**src/include/irq_prio_pkg.sv**
```systemverilog
// ==========================================================================
// shared constants and types for the priority field bank
package irq_prio_pkg;

  // ========================================================================
  // geometry
  localparam int NUM_REGS   = 7;
  localparam int SLOTS      = 4;
  localparam int NUM_SLOTS  = 28;
  localparam int SLOT_W     = 5;
  localparam int FIELD_W    = 3;
  localparam int SLOT_PITCH = 4;
  localparam int REG_W      = 16;
  localparam int ADDR_W     = 8;
  localparam int IDX_W      = 3;

  // ========================================================================
  // level codes
  localparam logic [2:0] LEVEL_OFF = 3'h0;
  localparam logic [2:0] LEVEL_MIN = 3'h1;
  localparam logic [2:0] LEVEL_MAX = 3'h7;

  // every implemented field powers up at level 4
  localparam logic [15:0] RESET_PATTERN = 16'h4444;

  // ========================================================================
  // register byte addresses, one aligned word each
  localparam logic [7:0] OFF_SOURCE_PRIORITY_3 = 8'h00;
  localparam logic [7:0] OFF_SOURCE_PRIORITY_4 = 8'h04;
  localparam logic [7:0] OFF_SOURCE_PRIORITY_5 = 8'h08;
  localparam logic [7:0] OFF_SOURCE_PRIORITY_6 = 8'h0c;
  localparam logic [7:0] OFF_SOURCE_PRIORITY_7 = 8'h10;
  localparam logic [7:0] OFF_SOURCE_PRIORITY_8 = 8'h14;
  localparam logic [7:0] OFF_SOURCE_PRIORITY_9 = 8'h18;

  // implemented field bits per register, index 0 is source_priority_3
  localparam logic [15:0] IMPL_MASK [NUM_REGS] = '{
    16'h0777, 16'h7777, 16'h0007, 16'h7777, 16'h7777, 16'h7777, 16'h7777
  };

  // ========================================================================
  // source slots: slot = register index * 4 + field (field 0 is bits 2..0)
  localparam logic [4:0] SERIAL1_TX_LEVEL_SLOT           = 5'h00;
  localparam logic [4:0] CONVERTER_LEVEL_SLOT            = 5'h01;
  localparam logic [4:0] DMA_CHAN1_LEVEL_SLOT            = 5'h02;
  localparam logic [4:0] TWOWIRE1_SLAVE_LEVEL_SLOT       = 5'h04;
  localparam logic [4:0] TWOWIRE1_MASTER_LEVEL_SLOT      = 5'h05;
  localparam logic [4:0] COMPARATOR_LEVEL_SLOT           = 5'h06;
  localparam logic [4:0] PIN_CHANGE_LEVEL_SLOT           = 5'h07;
  localparam logic [4:0] EXT_IRQ1_LEVEL_SLOT             = 5'h08;
  localparam logic [4:0] DMA_CHAN2_LEVEL_SLOT            = 5'h0c;
  localparam logic [4:0] COMPARE_OUT3_LEVEL_SLOT         = 5'h0d;
  localparam logic [4:0] COMPARE_OUT4_LEVEL_SLOT         = 5'h0e;
  localparam logic [4:0] TIMER_FOUR_LEVEL_SLOT           = 5'h0f;
  localparam logic [4:0] TIMER_FIVE_LEVEL_SLOT           = 5'h10;
  localparam logic [4:0] EXT_IRQ2_LEVEL_SLOT             = 5'h11;
  localparam logic [4:0] SERIAL2_RX_LEVEL_SLOT           = 5'h12;
  localparam logic [4:0] SERIAL2_TX_LEVEL_SLOT           = 5'h13;
  localparam logic [4:0] SYNC_SERIAL2_GENERAL_LEVEL_SLOT = 5'h14;
  localparam logic [4:0] SYNC_SERIAL2_TX_LEVEL_SLOT      = 5'h15;
  localparam logic [4:0] CRYPTO_BUFFER_FREE_LEVEL_SLOT   = 5'h16;
  localparam logic [4:0] CRYPTO_ROLLOVER_LEVEL_SLOT      = 5'h17;
  localparam logic [4:0] DMA_CHAN3_LEVEL_SLOT            = 5'h18;
  localparam logic [4:0] CAPTURE3_LEVEL_SLOT             = 5'h19;
  localparam logic [4:0] CAPTURE4_LEVEL_SLOT             = 5'h1a;
  localparam logic [4:0] CAPTURE5_LEVEL_SLOT             = 5'h1b;

  // ========================================================================
  // request presented to the core
  typedef struct packed {
    logic       valid;
    logic [2:0] level;
    logic [4:0] source;
  } irq_req_t;

endpackage

```
**src/design/irq_priority_field_bank.sv**
```systemverilog
// Behaviour
// each source has a 3-bit level field, code 111 is level 7, the highest priority.
// code 001 gives the source level 1, the lowest level that can still raise a request.
// code 000 disables the source so it is never presented to the core.
// bits outside the priority fields read as zero and ignore writes.
// every implemented field resets to 100 (level 4) and stays readable and writable.
// fields sit in bits 14..12, 10..8, 6..4 and 2..0; bits 15, 11, 7 and 3 are empty.
// the fifth register holds only the first external interrupt field, in bits 2..0.
// crypto rollover and buffer-free levels are independent fields at 14..12 and 10..8 of the eighth register.
// among pending sources the largest nonzero level is presented, ties going to the lowest slot.
//
// Decided for this implementation: register access over Wishbone and the placing of the registers.
`timescale 1ns/1ps
module irq_priority_field_bank
  import irq_prio_pkg::*;
(
  // clock, reset, freeze
  input  wire logic               clk_sys,
  input  wire logic               rst_b,
  input  wire logic               ce,
  // wishbone classic slave
  input  wire logic               wb_cyc_i,
  input  wire logic               wb_stb_i,
  input  wire logic               wb_we_i,
  input  wire logic [ADDR_W-1:0]  wb_adr_i,
  input  wire logic [3:0]         wb_sel_i,
  input  wire logic [31:0]        wb_dat_i,
  output logic      [31:0]        wb_dat_o,
  output logic                    wb_ack_o,
  // flag-and-enable state of each slot, from same-clock logic
  input  wire logic [NUM_SLOTS-1:0] irq_pending,
  // resolved request to the core
  output irq_req_t                irq_req_q
);

  // ========================================================================
  // address decode

  // word map, fields at 14..12, 10..8, 6..4 and 2..0 from left to right:
  //   0x00  -, dma_chan1, converter, serial1_tx
  //   0x04  pin_change, comparator, twowire1_master, twowire1_slave
  //   0x08  -, -, -, ext_irq1
  //   0x0c  timer_four, compare_out4, compare_out3, dma_chan2
  //   0x10  serial2_tx, serial2_rx, ext_irq2, timer_five
  //   0x14  crypto_rollover, crypto_buffer_free, sync_serial2_tx, sync_serial2_general
  //   0x18  capture5, capture4, capture3, dma_chan3
  // anything else answers with zero data and drops writes, so software probing is harmless

  // maps a byte address to a register index; hit is low for unmapped words
  function automatic logic [IDX_W:0] decode_reg(input logic [ADDR_W-1:0] adr);
    logic [IDX_W:0] res;
    res = '0;
    if (adr == OFF_SOURCE_PRIORITY_3)
      res = {1'b1, 3'h0};
    else if (adr == OFF_SOURCE_PRIORITY_4)
      res = {1'b1, 3'h1};
    else if (adr == OFF_SOURCE_PRIORITY_5)
      res = {1'b1, 3'h2};
    else if (adr == OFF_SOURCE_PRIORITY_6)
      res = {1'b1, 3'h3};
    else if (adr == OFF_SOURCE_PRIORITY_7)
      res = {1'b1, 3'h4};
    else if (adr == OFF_SOURCE_PRIORITY_8)
      res = {1'b1, 3'h5};
    else if (adr == OFF_SOURCE_PRIORITY_9)
      res = {1'b1, 3'h6};
    else
      res = '0;
    return res;
  endfunction

  logic [IDX_W:0]   dec;
  logic             hit;
  logic [IDX_W-1:0] idx;
  logic             req_new;
  logic [15:0]      lane_mask;

  assign dec     = decode_reg(wb_adr_i);
  assign hit     = dec[IDX_W];
  assign idx     = dec[IDX_W-1:0];
  // a request is taken once; the ack cycle itself is not a new request
  assign req_new = ce && wb_cyc_i && wb_stb_i && !wb_ack_o;
  assign lane_mask = {{8{wb_sel_i[1]}}, {8{wb_sel_i[0]}}};

  // ========================================================================
  // priority registers

  logic [REG_W-1:0] prio_q [NUM_REGS];

  // only implemented field bits are ever stored, so empty bits stay zero
  always_ff @(posedge clk_sys or negedge rst_b)
  begin
    if (!rst_b)
    begin
      for (int r = 0; r < NUM_REGS; r++)
        prio_q[r] <= RESET_PATTERN & IMPL_MASK[r];
    end
    else if (req_new && wb_we_i && hit)
    begin
      // writes land only on implemented bits of enabled lanes
      prio_q[idx] <= (prio_q[idx] & ~(IMPL_MASK[idx] & lane_mask))
                   | (wb_dat_i[15:0] & IMPL_MASK[idx] & lane_mask);
    end
  end

  // ========================================================================
  // bus answer: ack one cycle after the request, unmapped reads give zero

  always_ff @(posedge clk_sys or negedge rst_b)
  begin
    if (!rst_b)
      wb_ack_o <= 1'b0;
    else if (ce)
      wb_ack_o <= wb_cyc_i && wb_stb_i && !wb_ack_o;
  end

  // read data is captured with the ack so it comes straight from a flop
  always_ff @(posedge clk_sys or negedge rst_b)
  begin
    if (!rst_b)
      wb_dat_o <= '0;
    else if (req_new && !wb_we_i && hit)
      wb_dat_o <= {16'h0000, prio_q[idx] & IMPL_MASK[idx]};
    else if (req_new)
      wb_dat_o <= '0;
  end

  // ========================================================================
  // level extraction per slot

  logic [FIELD_W-1:0] lvl [NUM_SLOTS];

  genvar gr, gs;
  generate
    for (gr = 0; gr < NUM_REGS; gr++)
    begin : g_reg
      for (gs = 0; gs < SLOTS; gs++)
      begin : g_slot
        // unimplemented slots hold zero and so behave as disabled
        assign lvl[gr*SLOTS+gs] = prio_q[gr][gs*SLOT_PITCH +: FIELD_W];
      end
    end
  endgenerate

  // ========================================================================
  // arbitration

  logic [FIELD_W-1:0] best_lvl;
  logic [SLOT_W-1:0]  best_src;

  // strict greater-than keeps the lowest slot on a tie
  always_comb
  begin
    best_lvl = LEVEL_OFF;
    best_src = '0;
    for (int i = 0; i < NUM_SLOTS; i++)
    begin
      if (irq_pending[i] && lvl[i] != LEVEL_OFF && lvl[i] > best_lvl)
      begin
        best_lvl = lvl[i];
        best_src = SLOT_W'(i);
      end
    end
  end

  // the core sees a registered request; a level of zero never reaches it
  always_ff @(posedge clk_sys or negedge rst_b)
  begin
    if (!rst_b)
      irq_req_q <= '0;
    else if (ce)
    begin
      irq_req_q.valid  <= best_lvl != LEVEL_OFF;
      irq_req_q.level  <= best_lvl;
      irq_req_q.source <= best_src;
    end
  end

  // ========================================================================
  // checks

  // independent maximum for comparison against the arbiter
  logic [FIELD_W-1:0] chk_max;
  logic               chk_top;
  always_comb
  begin
    chk_max = LEVEL_OFF;
    chk_top = 1'b0;
    for (int i = 0; i < NUM_SLOTS; i++)
    begin
      if (irq_pending[i] && lvl[i] > chk_max)
        chk_max = lvl[i];
      if (irq_pending[i] && lvl[i] == LEVEL_MAX)
        chk_top = 1'b1;
    end
  end

  // cleared at the first enabled edge after reset
  logic fresh_q;
  always_ff @(posedge clk_sys or negedge rst_b)
  begin
    if (!rst_b)
      fresh_q <= 1'b1;
    else if (ce)
      fresh_q <= 1'b0;
  end

  // lanes and field bits that the current write may touch
  logic [REG_W-1:0] chk_wmask;
  assign chk_wmask = IMPL_MASK[idx] & lane_mask;

  // level and pending state of the source picked at the last enabled edge
  logic [FIELD_W-1:0] seen_lvl_q;
  logic               seen_pend_q;
  always_ff @(posedge clk_sys or negedge rst_b)
  begin
    if (!rst_b)
    begin
      seen_lvl_q  <= LEVEL_OFF;
      seen_pend_q <= 1'b0;
    end
    else if (ce)
    begin
      seen_lvl_q  <= lvl[best_src];
      seen_pend_q <= irq_pending[best_src];
    end
  end

  // first pending slot at the top level, found apart from the arbiter
  logic [SLOT_W-1:0] chk_first;
  logic              chk_found;
  always_comb
  begin
    chk_first = '0;
    chk_found = 1'b0;
    for (int i = 0; i < NUM_SLOTS; i++)
    begin
      if (!chk_found && irq_pending[i] && chk_max != LEVEL_OFF && lvl[i] == chk_max)
      begin
        chk_first = SLOT_W'(i);
        chk_found = 1'b1;
      end
    end
  end
endmodule

```
**config.mk**
```make
export PLATFORM = sky130hd
export DESIGN_NAME = irq_priority_field_bank
export DESIGN_NICKNAME = d
export VERILOG_FILES = /design/src/include/irq_prio_pkg.sv /design/src/design/irq_priority_field_bank.sv
export SDC_FILE = /design/constraint.sdc
export NUM_CORES = 1
export LEC_CHECK = 0
export BUFFER_PORTS_ARGS = -buffer_cell sky130_fd_sc_hd__buf_2
export CORE_MARGIN = 2
export CORE_UTILIZATION = 55
export CTS_BUF_LIST = sky130_fd_sc_hd__clkbuf_8 sky130_fd_sc_hd__clkbuf_16
export DETAILED_ROUTE_END_ITERATION = 10
export GPL_TIMING_DRIVEN = 0
export PLACE_DENSITY = 0.8
export SYNTH_ARGS = -nofsm -noshare
export SYNTH_HDL_FRONTEND = slang
export SYNTH_SLANG_ARGS = --single-unit
export TNS_END_PERCENT = 5
```
**constraint.sdc**
```tcl
create_clock -name clk_sys -period 81.3 [get_ports clk_sys]
set_input_delay 16.26 -clock clk_sys [delete_from_list [all_inputs] [get_ports clk_sys]]
set_output_delay 16.26 -clock clk_sys [all_outputs]
set_load 0.02 [all_outputs]
```
* After elaboration in Yosys (flattened, before gate mapping)
Memory sizes are Yosys's and may differ from the RTL's.
Index checks and enable logic that the tools add are counted.
** Cells by class
- Reductions and logical operators :: 99
- Bitwise logic cells :: 8
- Muxes and demuxes :: 72
- Eq/ne operators :: 6
- Magnitude comparators :: 30
** Operators by type and width (count)
- $mux 5 :: 26
- $bwmux 112 :: 1
- $reduce_bool 3->1 :: 29
- $mux 3 :: 28
- $gt 3x3->1 :: 27
- $and 16x16->16 :: 5
- $mux 16 :: 5
- $logic_and 1x1->1 :: 66
- $mux 32 :: 2
- $bmux 16 s3 :: 1
- $demux 16 s3 :: 1
- $mux 4 :: 7
- $eq 8x5->1 const B :: 3
- $eq 8x4->1 const B :: 2
- $not 16->16 :: 1
- $or 16x16->16 :: 1
- $eq 8x3->1 const B :: 1
- $logic_not 8->1 :: 1
- $ge 4x4->1 const B :: 1
- $lt 4x1->1 const B :: 1
- $not 3->4 :: 1
- $gt 3x1->1 const B :: 1
- $logic_not 1->1 :: 2
- $reduce_bool 2->1 :: 1
- $mux 1 :: 1
** Storage, ports and cells
- Output and inout bits :: 42
- Input port bits :: 78
- Word-level logic and storage cells :: 228
- Bits in read-only memories :: 128
- Register bits after elaboration :: 154
- Memories :: 1
** Memories
- (no name shown) :: depth 8, bits a word 16, rd ports 1, clocked after memory_dff 0, write ports 0, line irq_priority_field_bank.sv:210 : assign chk_wmask = IMPL_MASK[idx] & lane_mask;

* Longest topological paths before layout
Gate-level depths: netlist of the first run.
- Depth after elaboration :: 86
- Mapped depth :: 218

* Worst setup path after synthesis of the first run
No wires, ideal clock.
- Path type :: input to register
- Start point :: input port irq_pending[0]
- End point :: register irq_req_q[5] (netlist bit)
- Setup slack :: 30.110 ns
- Cell stages on the path :: 205
- Library setup time :: 0.077 ns
- Path buffers :: 3
- Required time :: 81.223 ns
- Data arrival time :: 51.112 ns
- Cells stage by stage :: and2_1 > ha_1 > and3_1 > a211oi_2 > buf_2 > and2_1 > mux2_2 > ha_1 > nor2_1 > o2bb2ai_1 > o211a_1 > buf_6 > nor2_1 > nor2_1 > a21oi_1 > ha_1 > nor2_1 > nand2_1 > [169 not listed] > nor2_1 > and2_1 > and3_1 > o21ai_0 > nor2_1 > o211a_1 > o31ai_1 > ha_1 > a311oi_1 > mux2_2 > ha_1 > o21ai_0 > inv_1 > o21ai_1 > nor2b_1 > inv_1 > o41a_1 > a21oi_1
** On the way
- Longest elaborated chain between the ends :: 84
** RTL lines
- from (decl) :: line irq_priority_field_bank.sv:31 : input wire logic [NUM_SLOTS-1:0] irq_pending,
- $logic_and 1x1->1 (*) (2 in series) :: line irq_priority_field_bank.sv:158 : if (irq_pending[i] && lvl[i] != LEVEL_OFF && lvl[i] > best_lvl)
- $mux 3 (*) :: line irq_priority_field_bank.sv:158
- $gt 3x3->1 :: line irq_priority_field_bank.sv:158
- $logic_and 1x1->1 :: line irq_priority_field_bank.sv:158
- $mux 3 (*) :: line irq_priority_field_bank.sv:158
- $gt 3x3->1 :: line irq_priority_field_bank.sv:158
- $logic_and 1x1->1 :: line irq_priority_field_bank.sv:158
- $mux 3 (*) :: line irq_priority_field_bank.sv:158
- [67 not listed]
- $logic_and 1x1->1 :: line irq_priority_field_bank.sv:158
- $mux 3 (*) :: line irq_priority_field_bank.sv:158
- $gt 3x3->1 :: line irq_priority_field_bank.sv:158
- $logic_and 1x1->1 :: line irq_priority_field_bank.sv:158
- $mux 3 (*) :: line irq_priority_field_bank.sv:158
- $gt 3x3->1 :: line irq_priority_field_bank.sv:158
- $logic_and 1x1->1 :: line irq_priority_field_bank.sv:158
- $mux 3 (*) :: line irq_priority_field_bank.sv:158
- to (decl) :: line irq_priority_field_bank.sv:33 : output irq_req_t irq_req_q
Every way passes the cells marked *; elsewhere a longest branch is shown, timed or not.
A chain may end at the register's enable or synchronous reset.

* Worst setup path after layout of the first run
- Start point :: input port irq_pending[0]
- End point :: register irq_req_q[4] (netlist bit)
** On the way
- Longest elaborated chain between the ends :: 84
** RTL lines (line)
- $logic_and 1x1->1 (*) (2 in series) :: irq_priority_field_bank.sv:158
- $mux 3 (*) :: irq_priority_field_bank.sv:158
- $gt 3x3->1 :: irq_priority_field_bank.sv:158
- $logic_and 1x1->1 :: irq_priority_field_bank.sv:158
- $mux 3 (*) :: irq_priority_field_bank.sv:158
- $gt 3x3->1 :: irq_priority_field_bank.sv:158
- $logic_and 1x1->1 :: irq_priority_field_bank.sv:158
- $mux 3 (*) :: irq_priority_field_bank.sv:158
- [67 not listed]
- $logic_and 1x1->1 :: irq_priority_field_bank.sv:158
- $mux 3 :: irq_priority_field_bank.sv:158
- $gt 3x3->1 :: irq_priority_field_bank.sv:158
- $logic_and 1x1->1 :: irq_priority_field_bank.sv:158
- $mux 3 :: irq_priority_field_bank.sv:158
- $gt 3x3->1 :: irq_priority_field_bank.sv:158
- $logic_and 1x1->1 :: irq_priority_field_bank.sv:158
- $mux 5 (*) :: irq_priority_field_bank.sv:158
Marked as above.

==> implementation parameters, run 1 <==
Parameter                              Value

Critical path
  Critical path's most frequent cell    sky130_fd_sc_hd__nor2_1
  Register-to-Register Path Depth    210
  Required arrival time at the worst endpoint    about 82 ns
  Kind of launch point of the worst setup path    primary input
  Max Fanout on Critical Path    10
  Crit. End Element    flip-flop
  Standard cell with the maximum stage delay on the critical path    sky130_fd_sc_hd__a311oi_1
  Worst EP arrival    between 50 and 60 ns
  Critical Path Start    irq_pending[0]
  Crit Path Category    primary input to flip-flop
  Max stage delay on crit path    between 0.6 and 0.7 ns
  R2r startpoint    lvl[83]$_DFFE_PN1P_

Placement
  HPWL reported at the end of detailed placement    roughly 25,000 um
  Inst Count DP    roughly 1,600
  Count of port buffers added during placement    76
  Post-Place Cell Area    10,400 um^2
  Worst slack after detailed placement    between 20 and 25 ns
  Placer congestion estimate    between 0.9 and 1

Routing
  Total number of vias    10,565
  Pre-antenna DRT Iters    5
  Routed wire per std cell    20.0 um
  Remaining number of nets flagged by the antenna check after routing    0
  DRC viols    0
  Initial DRC count    1,061
  Routed Wire Length    about 32,000 um
  Via density per instance    6.52

Global route
  Wire length of the first global-routing pass    50,600 um
  Number of antenna violations at the first check in global routing    0
  Total Routing Usage GR    between 30% and 40%
  Largest net degree at the start of global routing    roughly 60
  Number of global-route vias before repair    9,354
  Congestion Overflow GR    0

Clock tree
  Resize count post-CTS    0
  Clock latency at the later pin of the worst-skew pair    0.37 ns
  Largest buffer count on any clock path    2
  Clock-pin transition on the worst setup and hold timing paths    0.07 ns
  Number of buffers created by CTS    9
  Number of hold buffers added after cts    0
  Number of clock sinks    106
  Number of H-tree levels    3
  Clk root buf    sky130_fd_sc_hd__clkbuf_16
  Count of buffers added by post-CTS timing repair for setup    0
  CTS tree    yes

STA
  Hold Worst Slack    0.490 ns
  Largest clock skew in the final design    0.0155 ns
  Pins over their slew limit    0
  Min Tclk post-route    57.27 ns
  Headroom to the max-slew limit    22.9%
  Worst slew pin tran    1.12 ns
  Final setup vio count    0
  Total negative slack for setup checks    0 ns
  Total count of hold-check failures in the final report    0
  Unrepaired setup endpoints after global routing    no
  Max Clock Freq    0.0175 GHz
  Setup slack after layout    24.03 ns
  Share of the clock period used by the worst path    a little over two thirds

Synthesis
  Count of distinct cell types in the synthesized netlist    97
  Sequential area share after synthesis    27.8%
  Synthesized flop and latch total    106
  FFs w/ async S/R, synth    between 90% and 100%
  Share of the synthesized area in the top cell type    21.3%
  Post-Syn Area    9650 um^2
  Post-synthesis instance total    1,283
  Yosys Warn Count    0
  Top-count cell post-synth    sky130_fd_sc_hd__nand2_1
  Mean instance size in the synthesized netlist    7.52 um^2
  Cell type contributing the most total cell area after synthesis    sky130_fd_sc_hd__dfrtp_1
  Flip-flop cell with the highest count after synthesis    sky130_fd_sc_hd__dfrtp_1
  Post-synth EDFFs    0
  Synth top area cells    sky130_fd_sc_hd__dfrtp_1, sky130_fd_sc_hd__nand2_1, sky130_fd_sc_hd__dfstp_2, sky130_fd_sc_hd__o21ai_0, sky130_fd_sc_hd__nor2_1
  Top cells by count, synth    sky130_fd_sc_hd__nand2_1, sky130_fd_sc_hd__nor2_1, sky130_fd_sc_hd__o21ai_0

Floorplan
  Die Ht    136 um
  Placeable Area    around 17,000 um^2
  Initial Util    56.0%
  Rows    48
  Horizontal die dimension    roughly 140 um
  Number of I/O pins    120
  Total die area    18,600 um^2

Power
  Static Leakage    4.77 nW
  Pwr per Cell Area    10.6 nW/um^2
  VDD IR-drop max    0.0126 mV
  Total power    0.114 mW

Layout
  Final layout net count    1,501
  Total non-filler cell area in the finished layout    10,700 um^2
  Post-route core utilization    62.2%
  Area overhead of the layout relative to synthesis    11.1%
  Fraction of final layout cells with drive strength greater than 1    ~15%
  Number of fill cells    ~1,600
  Antenna cell count    0
  Non-filler instance count after layout    1,620

Worst hold path
  Hold-critical path depth    1
  Hold crit path type    flip-flop to flip-flop
  Start point of the worst min-delay path    wb_dat_o[1]$_DFFE_PN0P_

Flow run
  Max-cap viol count    0

Outcome
  Status    complete, no violations
layout by cell type, fill, tap and decap left out, types with 12 or more instances in the layout:
master	instances
sky130_fd_sc_hd__a211oi_1	14
sky130_fd_sc_hd__a21o_1	18
sky130_fd_sc_hd__a21oi_1	92
sky130_fd_sc_hd__a22o_1	14
sky130_fd_sc_hd__a31oi_1	19
sky130_fd_sc_hd__and2_1	22
sky130_fd_sc_hd__and3_1	12
sky130_fd_sc_hd__buf_2	80
sky130_fd_sc_hd__buf_4	22
sky130_fd_sc_hd__clkbuf_1	57
sky130_fd_sc_hd__conb_1	20
sky130_fd_sc_hd__dfrtp_1	82
sky130_fd_sc_hd__dfstp_2	24
sky130_fd_sc_hd__ha_1	33
sky130_fd_sc_hd__inv_1	65
sky130_fd_sc_hd__mux2i_1	13
sky130_fd_sc_hd__nand2_1	181
sky130_fd_sc_hd__nand3_1	39
sky130_fd_sc_hd__nand4_1	12
sky130_fd_sc_hd__nor2_1	134
sky130_fd_sc_hd__nor3_1	24
sky130_fd_sc_hd__o211ai_1	21
sky130_fd_sc_hd__o21a_1	14
sky130_fd_sc_hd__o21ai_0	126
sky130_fd_sc_hd__o221ai_1	14
sequential cells by signal, indices dropped and copies added, names as in the netlist:
signal / cells
wb_dat_o: 12
lvl: 84
wb_ack_o: 1
irq_req_q: 9
final timing paths:
kind	end	slack, ns
max in group asynchronous	lvl[17]$_DFFE_PN1P_	64.57
hold reg to reg	wb_dat_o[1]$_DFFE_PN0P_	0.49
min in group asynchronous	lvl[73]$_DFFE_PN0P_	15.95
setup reg to reg	irq_req_q[4]$_DFFE_PN0P_	39.52
setup / recovery	irq_req_q[4]$_DFFE_PN0P_	24.03
hold / removal	wb_dat_o[1]$_DFFE_PN0P_	0.49
cells by family (layout without fill, tap and decap cells):
kind of cell,after synthesis,in the layout,synth area share [%]
flops,106,106,27.8
compound gates,478,478,35.0
buf+inv,154,247,6.95
mux,23,23,2.52
other cells,1,20,0.0389
simple gates,482,482,22.7
fa+ha+maj,39,39,4.90
power by group:
part | switching (mW) | internal (mW)
logic | 0.00989 | 0.00499
registers | 0.000382 | 0.0533
clock network | 0.0212 | 0.0242
worst max-delay path, delay by kind of cell:
kind            cells  cell delay [ns]
simple gates       84            12.05
mux                 7             2.58
buf+inv            11             1.36
compound gates     80            17.34
fa+ha+maj          29             7.82
layout make-up:
type / count / area [um^2] / area share [%]
multi-input cells: 1042 / 6370 / 59.4
plain buffers: 90 / 430 / 4.02
well taps: 225 / 282 / 2.63
flip-flops and latches: 106 / 2680 / 25.0
clock buffers: 9 / 225 / 2.10
repair buffers: 77 / 410 / 3.83
clock inverters: 7 / 78.8 / 0.736
inverters: 64 / 240 / 2.24
per-layer routing:
metal | vias up | wire length [um] | track usage [%]
met4 | 0 | 920 | 12.1
li1 | 4927 | - | -
met3 | 73 | 3240 | 6.45
met5 | - | 0 | 0
met1 | 4983 | 14300 | 50.8
met2 | 582 | 14000 | 52.4
Note: power is estimated with default switching activity, not from simulation.
==> run 2, diff against run 1 <==
==> constraint.sdc (replaced) <==
create_clock -name clk_sys -period 59.1 [get_ports clk_sys]
set_input_delay 11.82 -clock clk_sys [delete_from_list [all_inputs] [get_ports clk_sys]]
set_output_delay 11.82 -clock clk_sys [all_outputs]
set_load 0.02 [all_outputs]
==> run 2 against run 1 <==
- wire length decreased by 0.38%
- global-route usage is essentially flat
- register-to-register slack got worse by 22 ns
- via count fell by 0.97%
- critical path type unchanged
- highest routed layer unchanged
- worst setup slack lost 18 ns
- clock-buffer cell count unchanged
- sequential power rose by 37%
- hold slack better by 0.0025 ns
- sequential share of layout area unchanged
- flip-flop and latch count is the same
- cell area is the same
==> implementation parameters, run 2 (same netlist as run 1, synthesis figures left out) <==
Parameter                              Value

Layout
  Number of fill cells    between 1,500 and 2,000
  Leading cell type in the layout, fill and taps excluded    sky130_fd_sc_hd__nand2_1
  Commonest cells after routing, fill and taps aside    sky130_fd_sc_hd__nand2_1, sky130_fd_sc_hd__nor2_1, sky130_fd_sc_hd__o21ai_0
  Area occupied by registers    roughly 2700 um^2
  Area of the multi-input gates    about 6400 um^2
  Final layout net count    roughly 1,500
  Flip-flop count of the largest register, all copies and words added    84
  Antenna cell count    0
  Area overhead of the layout relative to synthesis    11.1%
  Fraction of final layout cells with drive strength greater than 1    between 10% and 20%

Flow run
  Max-cap viol count    0

STA
  Pins over their slew limit    0
  Largest clock skew in the final design    0.0149 ns
  Total negative slack for setup checks    0 ns
  Max Clock Freq    between 0.015 and 0.02 GHz
  Worst slew pin tran    1.15 ns
  Total count of hold-check failures in the final report    0
  Share of the clock period used by the worst path    89.5%
  Final setup vio count    0
  Unrepaired setup endpoints after global routing    no
  Min Tclk post-route    52.88 ns
  Headroom to the max-slew limit    21.2%

Critical path
  FF-to-FF End    irq_req_q[4]$_DFFE_PN0P_
  Kind of launch point of the worst setup path    primary input
  Crit Path Category    primary input to flip-flop
  Crit. End Element    flip-flop
  Max stage delay on crit path    ~0.72 ns
  Worst EP arrival    53.11 ns
  Standard cell with the maximum stage delay on the critical path    sky130_fd_sc_hd__a311oi_1
  Max Fanout on Critical Path    10
  Required arrival time at the worst endpoint    between 50 and 60 ns
  R2r startpoint    lvl[83]$_DFFE_PN1P_
  Register-to-Register Path Depth    just over 200
  Critical path's most frequent cell    sky130_fd_sc_hd__nor2_1
  Slack of the worst reg-to-reg path    17.26 ns

Global route
  Number of antenna violations at the first check in global routing    0
  Number of global-route vias before repair    9,360
  Wire length of the first global-routing pass    slightly above 50,000 um
  Congestion Overflow GR    0
  Largest net degree at the start of global routing    61
  Total Routing Usage GR    35.1%

Worst hold path
  Hold crit path type    flip-flop to flip-flop
  Worst-case hold path end point    lvl[48]$_DFFE_PN0P_
  Start point of the worst min-delay path    lvl[48]$_DFFE_PN0P_
  Hold-critical path depth    1

Clock tree
  Number of hold buffers added after cts    0
  Clk root buf    sky130_fd_sc_hd__clkbuf_16
  Clock latency at the later pin of the worst-skew pair    0.37 ns
  Resize count post-CTS    0
  Number of buffers created by CTS    9
  CTS tree    yes
  Largest buffer count on any clock path    2
  Number of H-tree levels    3
  Clock-pin transition on the worst setup and hold timing paths    approximately 0.07 ns
  Number of clock sinks    around 110
  Count of buffers added by post-CTS timing repair for setup    0

Routing
  Pre-antenna DRT Iters    5
  Via density per instance    6.46
  Initial DRC count    about 1,000
  DRC viols    0
  Routed Wire Length    approximately 32,000 um
  Remaining number of nets flagged by the antenna check after routing    0
  Routed wire per std cell    20.0 um
  Total number of vias    10,463

Power
  Total power    0.157 mW
  Static Leakage    roughly 4.8 nW
  VDD IR-drop max    0.0173 mV
  Pwr per Cell Area    14.6 nW/um^2

Placement
  Count of port buffers added during placement    between 70 and 80
  Placer congestion estimate    between 0.9 and 1
  HPWL reported at the end of detailed placement    25,400 um

Floorplan
  Placeable Area    17,200 um^2
  Total die area    18,600 um^2
  Number of I/O pins    120
  Rows    48
  Die Ht    136 um
  Initial Util    56.0%
  Horizontal die dimension    approximately 140 um

Outcome
  Status    complete, no violations
## run 2: cell counts in the layout (fill, tap and decap cells not counted)
Identical to the previous run, type by type.
## run 2: how the worst max path moves through the flow
stage               depth (start not counted)  slack (ns)                        to      startpoint
floorplan                                 205       12.35  irq_req_q[5]$_DFFE_PN0P_  irq_pending[0]
global placement                          207        7.43  irq_req_q[4]$_DFFE_PN0P_  irq_pending[0]
detailed placement                        208        6.71  irq_req_q[4]$_DFFE_PN0P_  irq_pending[0]
CTS                                       208        6.92  irq_req_q[4]$_DFFE_PN0P_  irq_pending[0]
global route                              212        2.60  irq_req_q[3]$_DFFE_PN0P_  irq_pending[0]
finish                                    208        6.22  irq_req_q[4]$_DFFE_PN0P_  irq_pending[0]
## run 2: cell type report
| type | instances | share of cell area, % |
|---|---|---|
| multi-input cells | 1042 | 59.4 |
| flip-flops and latches | 106 | 25.0 |
| plain buffers | 90 | 4.02 |
| repair buffers | 77 | 3.83 |
| well taps | 225 | 2.63 |
| inverters | 64 | 2.24 |
| clock buffers | 9 | 2.10 |
| clock inverters | 7 | 0.736 |
## run 2: critical path, delay by kind of cell
kind | cells | cell delay, ns
buffers and inverters | 10 | 1.33
AO/OA/AOI/OAI | 78 | 17.61
AND/OR/NAND/NOR | 84 | 11.83
adder cells (fa/ha/maj) | 29 | 7.93
multiplexers | 7 | 2.57
## run 2: through the flow
| step | worst slack [ns] | util [%] | area [um^2] | hold WS [ns] | cells |
|---|---|---|---|---|---|
| floorplan | 12.35 | - | 9720 | 0.445 | 1302 |
| global placement | 7.43 | 60.2 | 10400 | 0.461 | 1603 |
| detailed placement | 6.71 | 60.4 | 10400 | 0.465 | 1604 |
| CTS | 6.92 | 62.2 | 10700 | 0.491 | 1620 |
| global route | 2.60 | 62.2 | 10700 | 0.506 | 1620 |
| finish | 6.22 | 62.2 | 10700 | 0.493 | 1620 |
## run 2: per-layer routing
layer	vias to the layer above	part of all wire [%]	global-route usage (%)
li1	4925	-	-
met1	4943	44	50.8
met2	523	43	52.2
met3	72	9.6	6.45
met4	0	3.0	12.4
met5	-	0	0
## run 2: power by group
part | leakage (nW) | internal (mW) | switching, mW
combinational | 3.24 | 0.00686 | 0.0136
sequential | 1.37 | 0.0733 | 0.000523
clock | 0.149 | 0.0333 | 0.0292
==> run 3, diff against run 2 <==
--- a/config.mk
+++ b/config.mk
@@ -12,6 +12,7 @@
 export DETAILED_ROUTE_END_ITERATION = 10
 export GPL_TIMING_DRIVEN = 0
 export PLACE_DENSITY = 0.8
+export SLEW_MARGIN = 20
 export SYNTH_ARGS = -nofsm -noshare
 export SYNTH_HDL_FRONTEND = slang
 export SYNTH_SLANG_ARGS = --single-unit
==> constraint.sdc (replaced) <==
create_clock -name clk_sys -period 55.5 [get_ports clk_sys]
set_input_delay 11.1 -clock clk_sys [delete_from_list [all_inputs] [get_ports clk_sys]]
set_output_delay 11.1 -clock clk_sys [all_outputs]
set_load 0.02 [all_outputs]
==> run 3 against run 2 <==
- sequential share of layout area about the same
- flip-flop and latch count unchanged
- worst setup slack got worse by 2.5 ns
- non-clock buffer count stayed put
- register-to-register slack worse by 3.2 ns
- critical path type unchanged
==> implementation parameters, run 3 (same netlist as run 1, synthesis figures left out) <==
Parameter                              Value

Layout
  Number of fill cells    1,591
  Fraction of final layout cells with drive strength greater than 1    14.6%
  Area overhead of the layout relative to synthesis    10.9%
  Area of the multi-input gates    about 6400 um^2
  Final layout net count    1,501
  Antenna cell count    0
  Flip-flop count of the largest register, all copies and words added    between 80 and 90
  Area occupied by registers    2680 um^2
  Leading cell type in the layout, fill and taps excluded    sky130_fd_sc_hd__nand2_1
  Commonest cells after routing, fill and taps aside    sky130_fd_sc_hd__nand2_1, sky130_fd_sc_hd__nor2_1, sky130_fd_sc_hd__o21ai_0
  Non-filler instance count after layout    1,620

Global route
  Wire length of the first global-routing pass    50,200 um
  Number of antenna violations at the first check in global routing    0
  Congestion Overflow GR    0
  Number of global-route vias before repair    roughly 9,400
  Largest net degree at the start of global routing    a little over 60
  Total Routing Usage GR    34.9%

Flow run
  Max-cap viol count    0

Clock tree
  Clock latency at the later pin of the worst-skew pair    roughly 0.37 ns
  CTS tree    yes
  Largest buffer count on any clock path    2
  Number of clock sinks    106
  Count of buffers added by post-CTS timing repair for setup    0
  Number of H-tree levels    3
  Clock-pin transition on the worst setup and hold timing paths    0.07 ns
  Clk root buf    sky130_fd_sc_hd__clkbuf_16
  Number of buffers created by CTS    9

Routing
  Met3 routed wirelength    3150 um
  Routed Wire Length    32,400 um
  Top routing layer used    met4
  Remaining number of nets flagged by the antenna check after routing    0
  Pre-antenna DRT Iters    5
  Total routed wire length on the met1 layer    around 14,000 um
  Detailed-routed wire length on met2    around 14,000 um
  Initial DRC count    between 1,000 and 1,500
  Total number of vias    10,535
  Routed wire per std cell    20.0 um
  Via density per instance    6.50
  DRC viols    0

Placement
  HPWL reported at the end of detailed placement    25,400 um
  Worst slack after detailed placement    3.90 ns
  Inst Count DP    1,604
  Placer congestion estimate    0.997
  Count of port buffers added during placement    76

STA
  Setup slack after layout    3.72 ns
  Max Clock Freq    0.0193 GHz
  Total negative slack for setup checks    0 ns
  Min Tclk post-route    between 50 and 60 ns
  Total count of hold-check failures in the final report    0
  Share of the clock period used by the worst path    93.3%
  Hold Worst Slack    roughly 0.49 ns
  Headroom to the max-slew limit    between 20% and 30%
  Worst slew pin tran    1.15 ns
  Unrepaired setup endpoints after global routing    no
  Pins over their slew limit    0
  Largest clock skew in the final design    between 0.009 and 0.01 ns
  Final setup vio count    0

Power
  Static Leakage    between 4 and 5 nW
  Pwr per Cell Area    around 15 nW/um^2
  Total power    0.163 mW
  VDD IR-drop max    0.0200 mV

Floorplan
  Initial Util    a little under three fifths
  Placeable Area    17,200 um^2
  Number of I/O pins    120
  Total die area    18,600 um^2
  Die Ht    136 um
  Horizontal die dimension    136 um
  Rows    48

Worst hold path
  Hold crit path type    flip-flop to flip-flop

Critical path
  Max Fanout on Critical Path    10
  Kind of launch point of the worst setup path    primary input
  Worst EP arrival    52.01 ns
  Required arrival time at the worst endpoint    about 56 ns
  Critical path's most frequent cell    sky130_fd_sc_hd__nor2_1
  Crit Path Category    primary input to flip-flop
  Max stage delay on crit path    0.65 ns
  Slack of the worst reg-to-reg path    14.04 ns
  Crit. End Element    flip-flop
  Standard cell with the maximum stage delay on the critical path    sky130_fd_sc_hd__o311ai_1

Outcome
  Status    complete, no violations
## run 3: cell type report
class / instances / area share [%]
Buffer: 90 / 4.02
Clock buffer: 9 / 2.10
Clock inverter: 7 / 0.526
Inverter: 64 / 2.24
Multi-Input combinational cell: 1042 / 59.5
Sequential cell: 106 / 25.1
Tap cell: 225 / 2.63
Timing Repair Buffer: 77 / 3.87
## run 3: worst paths after layout
kind                                    startpoint                        to  cells after the start
max reg2reg                    lvl[83]$_DFFE_PN1P_  irq_req_q[4]$_DFFE_PN0P_                    210
max in group asynchronous                    rst_b       lvl[14]$_DFFE_PN1P_                      2
min                        wb_dat_o[2]$_DFFE_PN0P_   wb_dat_o[2]$_DFFE_PN0P_                      1
min in group asynchronous                    rst_b       lvl[73]$_DFFE_PN0P_                      1
max                                 irq_pending[0]  irq_req_q[4]$_DFFE_PN0P_                    211
min reg2reg                wb_dat_o[2]$_DFFE_PN0P_   wb_dat_o[2]$_DFFE_PN0P_                      1
## run 3: report_power, final
group          total (mW)  leakage [nW]  internal, mW  switching (mW)
Clock              0.0624         0.135        0.0309          0.0315
Sequential         0.0786          1.37        0.0780        0.000557
Combinational      0.0218          3.25       0.00734          0.0145
Total               0.163          4.75         0.116          0.0465
## run 3: what timing repair did
| action | 4_1_cts | 5_1_grt |
|---|---|---|
| setup endpoints to repair | 0 | 5 |
| gates resized for setup | 0 | 1 |
| hold buffers | 0 | 0 |
## run 3: critical path, delay by kind of cell
kind / cells / cell delay, ns
mux: 7 / 2.54
compound gates: 80 / 17.12
buf+inv: 11 / 1.37
simple gates: 84 / 12.04
fa+ha+maj: 29 / 7.83
## run 3: metrics by stage
stage | area, um^2 | utilization (%)
2_1_floorplan | 9720 | -
3_3_place_gp | 10400 | 60.2
3_5_place_dp | 10400 | 60.4
4_1_cts | 10700 | 62.1
5_1_grt | 10700 | 62.1
6_report | 10700 | 62.1
## run 3: per-layer routing
metal,GRT usage (%),up-vias
li1,-,4928
met1,50.5,4962
met2,52.0,560
met3,6.49,85
met4,12.5,0
met5,0,-
